<file path="config.mk">
export PLATFORM = sky130hd
export DESIGN_NAME = ccbd_top
export DESIGN_NICKNAME = d
export VERILOG_FILES = /design/src/verilog/ccbd_pkg.sv /design/src/verilog/ccbd_shifter.sv /design/src/verilog/ccbd_top.sv
export SDC_FILE = /design/constraint.sdc
export NUM_CORES = 1
export LEC_CHECK = 0
export BUFFER_PORTS_ARGS = -buffer_cell sky130_fd_sc_hd__buf_2
export CAP_MARGIN = 40
export CORE_MARGIN = 3
export CORE_UTILIZATION = 30
export DETAILED_ROUTE_END_ITERATION = 6
export PLACE_DENSITY = 0.45
export SLEW_MARGIN = 30
export SYNTH_ARGS = -nofsm -noshare
export SYNTH_HDL_FRONTEND = slang
export SYNTH_SLANG_ARGS = --single-unit
</file>
<file path="constraint.sdc">
create_clock -name clk -period 4.3 [get_ports clk]
set_input_delay 0.86 -clock clk [delete_from_list [all_inputs] [get_ports clk]]
set_output_delay 0.86 -clock clk [all_outputs]
set_load 0.02 [all_outputs]
</file>
<file path="src/verilog/ccbd_pkg.sv">
`default_nettype none
package ccbd_pkg;
    // group select values carried in address bits 1:0
    localparam logic [1:0] CCBD_GRP_DATA = 2'h0;
    localparam logic [1:0] CCBD_GRP_STATUS = 2'h2;
    // register select values carried in data bits 7:6
    localparam logic [1:0] CCBD_SEL_VOL = 2'h0;
    localparam logic [1:0] CCBD_SEL_UNUSED = 2'h1;
    localparam logic [1:0] CCBD_SEL_EMPH = 2'h2;
    localparam logic [1:0] CCBD_SEL_PWR = 2'h3;
    localparam logic [1:0] CCBD_SEL_CFG = 2'h0;
    // field positions
    localparam int CCBD_SEL_MSB = 7;
    localparam int CCBD_SEL_LSB = 6;
    localparam int CCBD_RATIO_LSB = 4;
    localparam int CCBD_FMT_LSB = 1;
    localparam int CCBD_OFFS_BIT = 0;
    localparam int CCBD_EMPH_LSB = 3;
    localparam int CCBD_MUTE_BIT = 2;
    localparam int CCBD_PWR_LSB = 0;
    localparam int CCBD_BYTE_BITS = 8;
    // clock ratio codes
    localparam logic [1:0] CCBD_RATIO_512 = 2'h0;
    localparam logic [1:0] CCBD_RATIO_384 = 2'h1;
    localparam logic [1:0] CCBD_RATIO_256 = 2'h2;
    // de-emphasis codes
    localparam logic [1:0] CCBD_EMPH_NONE = 2'h0;
    localparam logic [1:0] CCBD_EMPH_32K = 2'h1;
    localparam logic [1:0] CCBD_EMPH_44K1 = 2'h2;
    localparam logic [1:0] CCBD_EMPH_48K = 2'h3;
    // volume codes: first silent code
    localparam logic [5:0] CCBD_ATTEN_SILENT = 6'h39;
    // reset values of the control registers (the real part has none)
    localparam logic [5:0] CCBD_RST_VALUE = 6'h00;

    typedef struct packed {
        logic [1:0] clk_ratio;
        logic [2:0] fmt_sel;
        logic offset_removal_en;
    } ccbd_cfg_t;

    typedef struct packed {
        logic [5:0] atten;
        logic [1:0] emph_sel;
        logic playback_silence;
        logic adc_power_on;
        logic dac_power_on;
    } ccbd_snd_t;

    typedef struct packed {
        logic valid;
        logic addr_phase;
        logic [7:0] data;
    } ccbd_byte_t;
endpackage
`default_nettype wire

</file>
<file path="src/verilog/ccbd_shifter.sv">
`timescale 1ns/10ps
`default_nettype none
module ccbd_shifter
    import ccbd_pkg::*;
(
    input wire logic clk,
    input wire logic rst,
    input wire logic ctl_serial_clk,
    input wire logic ctl_serial_data,
    input wire logic ctl_phase_sel,
    output var ccbd_byte_t byte_out
);
    // ----------------------------------------
    // synchronisers
    // ----------------------------------------
    logic [2:0] s1_q, s2_q;
    logic clk_prev_q;
    logic phase_q;
    always_ff @(posedge clk) begin
        s1_q <= {ctl_serial_clk, ctl_serial_data, ctl_phase_sel};
        s2_q <= s1_q;
        clk_prev_q <= s2_q[2];
    end
    wire sclk_rise = s2_q[2] && !clk_prev_q;
    wire phase_chg = s2_q[0] != phase_q;

    // ----------------------------------------
    // shift and count
    // ----------------------------------------
    logic [7:0] shreg_q;
    logic [2:0] cnt_q;
    wire [7:0] shreg_d = {s2_q[1], shreg_q[7:1]};
    wire last_bit = cnt_q == 3'(CCBD_BYTE_BITS - 1);
    always_ff @(posedge clk) begin
        if (rst) begin
            phase_q <= 1'b0;
            cnt_q <= 3'h0;
            shreg_q <= 8'h00;
            byte_out <= '0;
        end else begin
            phase_q <= s2_q[0];
            byte_out.valid <= 1'b0;
            // a change of phase line aborts any partial byte
            if (phase_chg) begin
                cnt_q <= 3'h0;
            end else if (sclk_rise) begin
                shreg_q <= shreg_d;
                cnt_q <= cnt_q + 3'h1;
                if (last_bit) begin
                    byte_out.valid <= 1'b1;
                    byte_out.data <= shreg_d;
                    byte_out.addr_phase <= !phase_q;
                end
            end
        end
    end
endmodule
`default_nettype wire

</file>
<file path="src/verilog/ccbd_top.sv">
// Operation
// - data bits 7:6 pick the target register
// - data bits 5:0 load into that register
// - config byte: ratio 5:4, format 3:1, filter 0
// - ratio codes 512, 384, 256, 11 unused
// - format code picks one of eight layouts
// - filter enable bit drives removal filter
// - data group selector 00 loads volume
// - volume code maps to attenuation, top silent
// - one volume value for both channels
// - selector 10: emphasis 4:3, mute bit 2
// - emphasis codes none, 32, 44.1, 48 kHz
// - mute flag silences playback path
// - selector 11 sets ADC/DAC power bits
// - bytes arrive least significant bit first
// - commit only after the eighth bit
// - group choice holds until next address
`timescale 1ns/10ps
`default_nettype none
module ccbd_top
    import ccbd_pkg::*;
#(
    parameter logic [5:0] DEV_ADDR = 6'h2A // arbitrary device address
) (
    input wire logic clk,
    input wire logic rst,
    input wire logic ctl_serial_clk,
    input wire logic ctl_serial_data,
    input wire logic ctl_phase_sel,
    output logic [1:0] clk_ratio,
    output logic [2:0] fmt_sel,
    output logic offset_removal_en,
    output logic [5:0] atten_left,
    output logic [5:0] atten_right,
    output logic atten_silent,
    output logic [1:0] emph_sel,
    output logic playback_silence,
    output logic adc_power_on,
    output logic dac_power_on
);
    ccbd_byte_t rx;

    ccbd_shifter u_shift (
        .clk(clk),
        .rst(rst),
        .ctl_serial_clk(ctl_serial_clk),
        .ctl_serial_data(ctl_serial_data),
        .ctl_phase_sel(ctl_phase_sel),
        .byte_out(rx)
    );

    // ----------------------------------------
    // address phase: selection and group
    // ----------------------------------------
    logic sel_q;
    logic [1:0] grp_q;
    wire addr_byte = rx.valid && rx.addr_phase;
    wire data_byte = rx.valid && !rx.addr_phase && sel_q;
    always_ff @(posedge clk) begin
        if (rst) begin
            sel_q <= 1'b0;
            grp_q <= CCBD_GRP_DATA;
        end else if (addr_byte) begin
            sel_q <= rx.data[7:2] == DEV_ADDR;
            grp_q <= rx.data[1:0];
        end
    end

    // ----------------------------------------
    // data decode
    // ----------------------------------------
    wire [1:0] reg_sel = rx.data[CCBD_SEL_MSB:CCBD_SEL_LSB];
    wire [5:0] val = rx.data[5:0];
    // group and selector must both match; unused groups match nothing
    function automatic logic reg_hit(input logic [1:0] grp, input logic [1:0] want_grp,
            input logic [1:0] sel, input logic [1:0] want_sel);
        return (grp == want_grp) && (sel == want_sel);
    endfunction
    wire wr_cfg = data_byte && reg_hit(grp_q, CCBD_GRP_STATUS, reg_sel, CCBD_SEL_CFG);
    wire wr_vol = data_byte && reg_hit(grp_q, CCBD_GRP_DATA, reg_sel, CCBD_SEL_VOL);
    wire wr_emph = data_byte && reg_hit(grp_q, CCBD_GRP_DATA, reg_sel, CCBD_SEL_EMPH);
    wire wr_pwr = data_byte && reg_hit(grp_q, CCBD_GRP_DATA, reg_sel, CCBD_SEL_PWR);
    // selector 01 matches no strobe, so it changes nothing

    // ----------------------------------------
    // control registers
    // ----------------------------------------
    ccbd_cfg_t cfg_q;
    ccbd_snd_t snd_q;
    always_ff @(posedge clk) begin
        if (rst) begin
            cfg_q <= '0;
            snd_q <= '0;
        end else begin
            if (wr_cfg) begin
                cfg_q.clk_ratio <= val[CCBD_RATIO_LSB +: 2];
                cfg_q.fmt_sel <= val[CCBD_FMT_LSB +: 3];
                cfg_q.offset_removal_en <= val[CCBD_OFFS_BIT];
            end
            if (wr_vol) begin
                snd_q.atten <= val;
            end
            if (wr_emph) begin
                snd_q.emph_sel <= val[CCBD_EMPH_LSB +: 2];
                snd_q.playback_silence <= val[CCBD_MUTE_BIT];
            end
            if (wr_pwr) begin
                snd_q.adc_power_on <= val[CCBD_PWR_LSB + 1];
                snd_q.dac_power_on <= val[CCBD_PWR_LSB];
            end
        end
    end

    // ----------------------------------------
    // outputs, all from flip-flops
    // ----------------------------------------
    always_comb begin
        clk_ratio = cfg_q.clk_ratio;
        fmt_sel = cfg_q.fmt_sel;
        offset_removal_en = cfg_q.offset_removal_en;
        emph_sel = snd_q.emph_sel;
        playback_silence = snd_q.playback_silence;
        adc_power_on = snd_q.adc_power_on;
        dac_power_on = snd_q.dac_power_on;
        atten_left = snd_q.atten;
        atten_right = snd_q.atten;
    end
    logic silent_q;
    always_ff @(posedge clk) begin
        if (rst) begin
            silent_q <= 1'b0;
        end else if (wr_vol) begin
            silent_q <= val >= CCBD_ATTEN_SILENT;
        end
    end
    assign atten_silent = silent_q;
endmodule
`default_nettype wire
</file>
==> results.sh <==
export IMPL_cts_setup_buffers=0
export IMPL_clockBufferDepth=2
export IMPL_io_pins=29
export IMPL_worstSetupPathType="reg2reg"
export IMPL_drc=0
export IMPL_endpoint_kind="register"
export IMPL_yosysWarnings=0
export IMPL_setup_tns_final_ns=0
export IMPL_synth_common_cells="dfxtp_1, nand2_1, mux2i_1"
export IMPL_cp_required_ns=4.50
export IMPL_hold_ws_ns=0.333
export IMPL_start_kind="register"
export IMPL_synth_seq_cells=49
export IMPL_syn_area_per_cell_sq_um=10.5
export IMPL_clock_skew_ns=0.00348
export IMPL_synth_compound_area_frac=0.0269
export IMPL_netlist_area_leader_share=0.541
export IMPL_max_freq_mhz=586
export IMPL_synth_simple_gate_area_frac=0.169
export IMPL_period_minus_slack_ns=1.71
export IMPL_path_clk_slew_ns=0.09
export IMPL_finalCritPeriodShare=0.397
export IMPL_final_util=0.366
export IMPL_finalSetupViolations=0
export IMPL_die_area_sq_um=7020
export IMPL_syn_area_sq_um=1810
export IMPL_syn_instance_count=173
export IMPL_synth_edff_count=0
export IMPL_vias=1206
export IMPL_die_h_um=83.8
export IMPL_wl_per_cell_um=12.9
export IMPL_cts_tree="built"
export IMPL_synth_area_leaders="dfxtp_1, mux2i_1, nand2_1, buf_4, ha_1"
export IMPL_areaGrowthSynthToFinish_pct=14.5
export IMPL_r2r_cells=3
export IMPL_fp_dieW_um=83.8
export IMPL_synth_xor_area_share=0.0145
export IMPL_async_flop_share=0
export IMPL_synthMuxAreaShare=0.185
export IMPL_relSlewSlack=0.611
export IMPL_clkLatencyLatePin_ns=0.30
export IMPL_numCtsBuffers=5
export IMPL_n_antenna_cell=0
export IMPL_synth_flop_cell="dfxtp_1"
export IMPL_drive_above_1_share=0.205
export IMPL_rows=27
export IMPL_maxSlewViolCount=0
export IMPL_start_util=0.320
export IMPL_grt_max_degree=35
export IMPL_drtPass1Iterations=4
export IMPL_nets=201
export IMPL_worst_pin_slew_ns=0.582
export IMPL_syn_nets=180
export IMPL_io_buffers=28
export IMPL_viasPerCell=4.52
export IMPL_p_per_area_nw_per_um2=395
export IMPL_synth_top_family_by_area="multiplexers"
export IMPL_maxCapViolations=0
export IMPL_cts_resized=0
export IMPL_dpl_hpwl_mm=2.55
export IMPL_ctsHoldBuffers=0
export IMPL_hold_violations=0
export IMPL_vdd_drop_max_uv=211
export IMPL_cp_arrival_ns=1.90
export IMPL_grt_overflow_total=0
export IMPL_grt_pass1_vias=1207
export IMPL_status="finished clean"
export IMPL_htree_levels=2
export IMPL_cts_sinks=49
export IMPL_yosys_area_share_adder=0.0138
export IMPL_yosys_area_top_type="dfxtp_1"
export IMPL_rsz0062_at_grt="false"
export IMPL_total_power_uw=821
export IMPL_drt_initial_drc_count=43
export IMPL_core_area_sq_um=5680
export IMPL_grt_usage=0.107
export IMPL_wl_mm=3.45
export IMPL_hp_class="reg2reg"
export IMPL_synth_distinct_cells=29
export IMPL_grt_first_pass_wirelength_mm=5.90
export IMPL_seq_area_frac_synth=0.541
export IMPL_route_antenna_remaining_nets=0
export IMPL_yosysMostFrequentCell="dfxtp_1"
export IMPL_path_max_fanout=7
export IMPL_p_leak_nw=0.967
export IMPL_min_path_cells=0
export IMPL_antenna_found_initial=0
export IMPL_gp_congestion=0.756
export IMPL_clock_root_buffer="clkbuf_8"
[where the power goes]
group          switching, mW  internal, mW  leakage, nW
combinational         0.0121       0.00614        0.512
clock                  0.153         0.189       0.0574
sequential           0.00251         0.458        0.398
[flip-flops by register name, summed over array words and instances, names as in the netlist]
signal,cells
u_shift.clk_prev_q,1
u_shift.shreg_q,7
grp_q,2
offset_removal_en,1
sel_q,1
u_shift.byte_out,10
atten_left,6
adc_power_on,1
u_shift.s1_q,3
playback_silence,1
clk_ratio,2
dac_power_on,1
u_shift.cnt_q,3
fmt_sel,3
atten_silent,1
u_shift.s2_q,3
emph_sel,2
u_shift.phase_q,1
[placed cells by master (no fill, tap or decap), drive strengths merged]
cell      count
mux2i        32
nand3b        2
mux2          1
nor2          5
nand2b        1
a21oi         3
dfxtp        49
o211ai        2
xor2          1
or4b          2
or3           1
nor2b         2
buf          28
nand3         3
xnor2         2
or4           3
inv           1
ha            2
nand4bb       1
nor4          1
bufinv        1
nand2        38
nor3          2
and2b         1
a31o          1
clkinvlp      1
o21ai         2
clkbuf        6
or2b          1
[final timing paths]
kind	endpoint	from	slack (ns)
max	atten_silent	u_shift.byte_out[8]	2.59
min	u_shift.s2_q[0]	u_shift.s1_q[0]	0.33
max reg2reg	atten_silent	u_shift.byte_out[8]	2.59
min reg2reg	u_shift.s2_q[0]	u_shift.s1_q[0]	0.33
[stage by stage]
step	instances	area, sq um	setup slack (ns)
final	267	2080	2.59
after global routing	267	2080	2.47
after detailed placement	259	1960	2.33
after CTS	267	2080	2.58
after floorplan	173	1810	2.63
after global placement	259	1960	2.38
[layer usage]
metal / wire [um] / global-route usage / vias to the layer above
met5: 0 / 0 / -
met4: 39 / 0.0351 / 0
met3: 119 / 0.0444 / 4
met2: 1600 / 0.166 / 16
met1: 1680 / 0.133 / 563
li1: - / - / 623
[area by class of cell]
type | instances | area [sq um]
Tap cell | 72 | 90.1
Clock inverter | 2 | 37.5
Multi-Input combinational cell | 109 | 742
Inverter | 1 | 3.75
Sequential cell | 49 | 981
Clock buffer | 6 | 82.6
Fill cell | 589 | 3600
Timing Repair Buffer | 28 | 140
[critical path, cell delays in order, from the launching register on]
cell and delay [ns]:
dfxtp_1 0.36, nand4bb_1 0.21, or4_1 0.66, mux2_4 0.38
[logic make-up (layout without fill, tap and decap cells)]
group	count (synthesis)	in the layout
AND/OR/NAND/NOR	63	63
flip-flops	49	49
multiplexers	33	33
buffers and inverters	15	37
AO/OA/AOI/OAI	8	8
XOR/XNOR	3	3
adder cells (fa/ha/maj)	2	2
No activity file was read; power rests on OpenSTA's default activity.
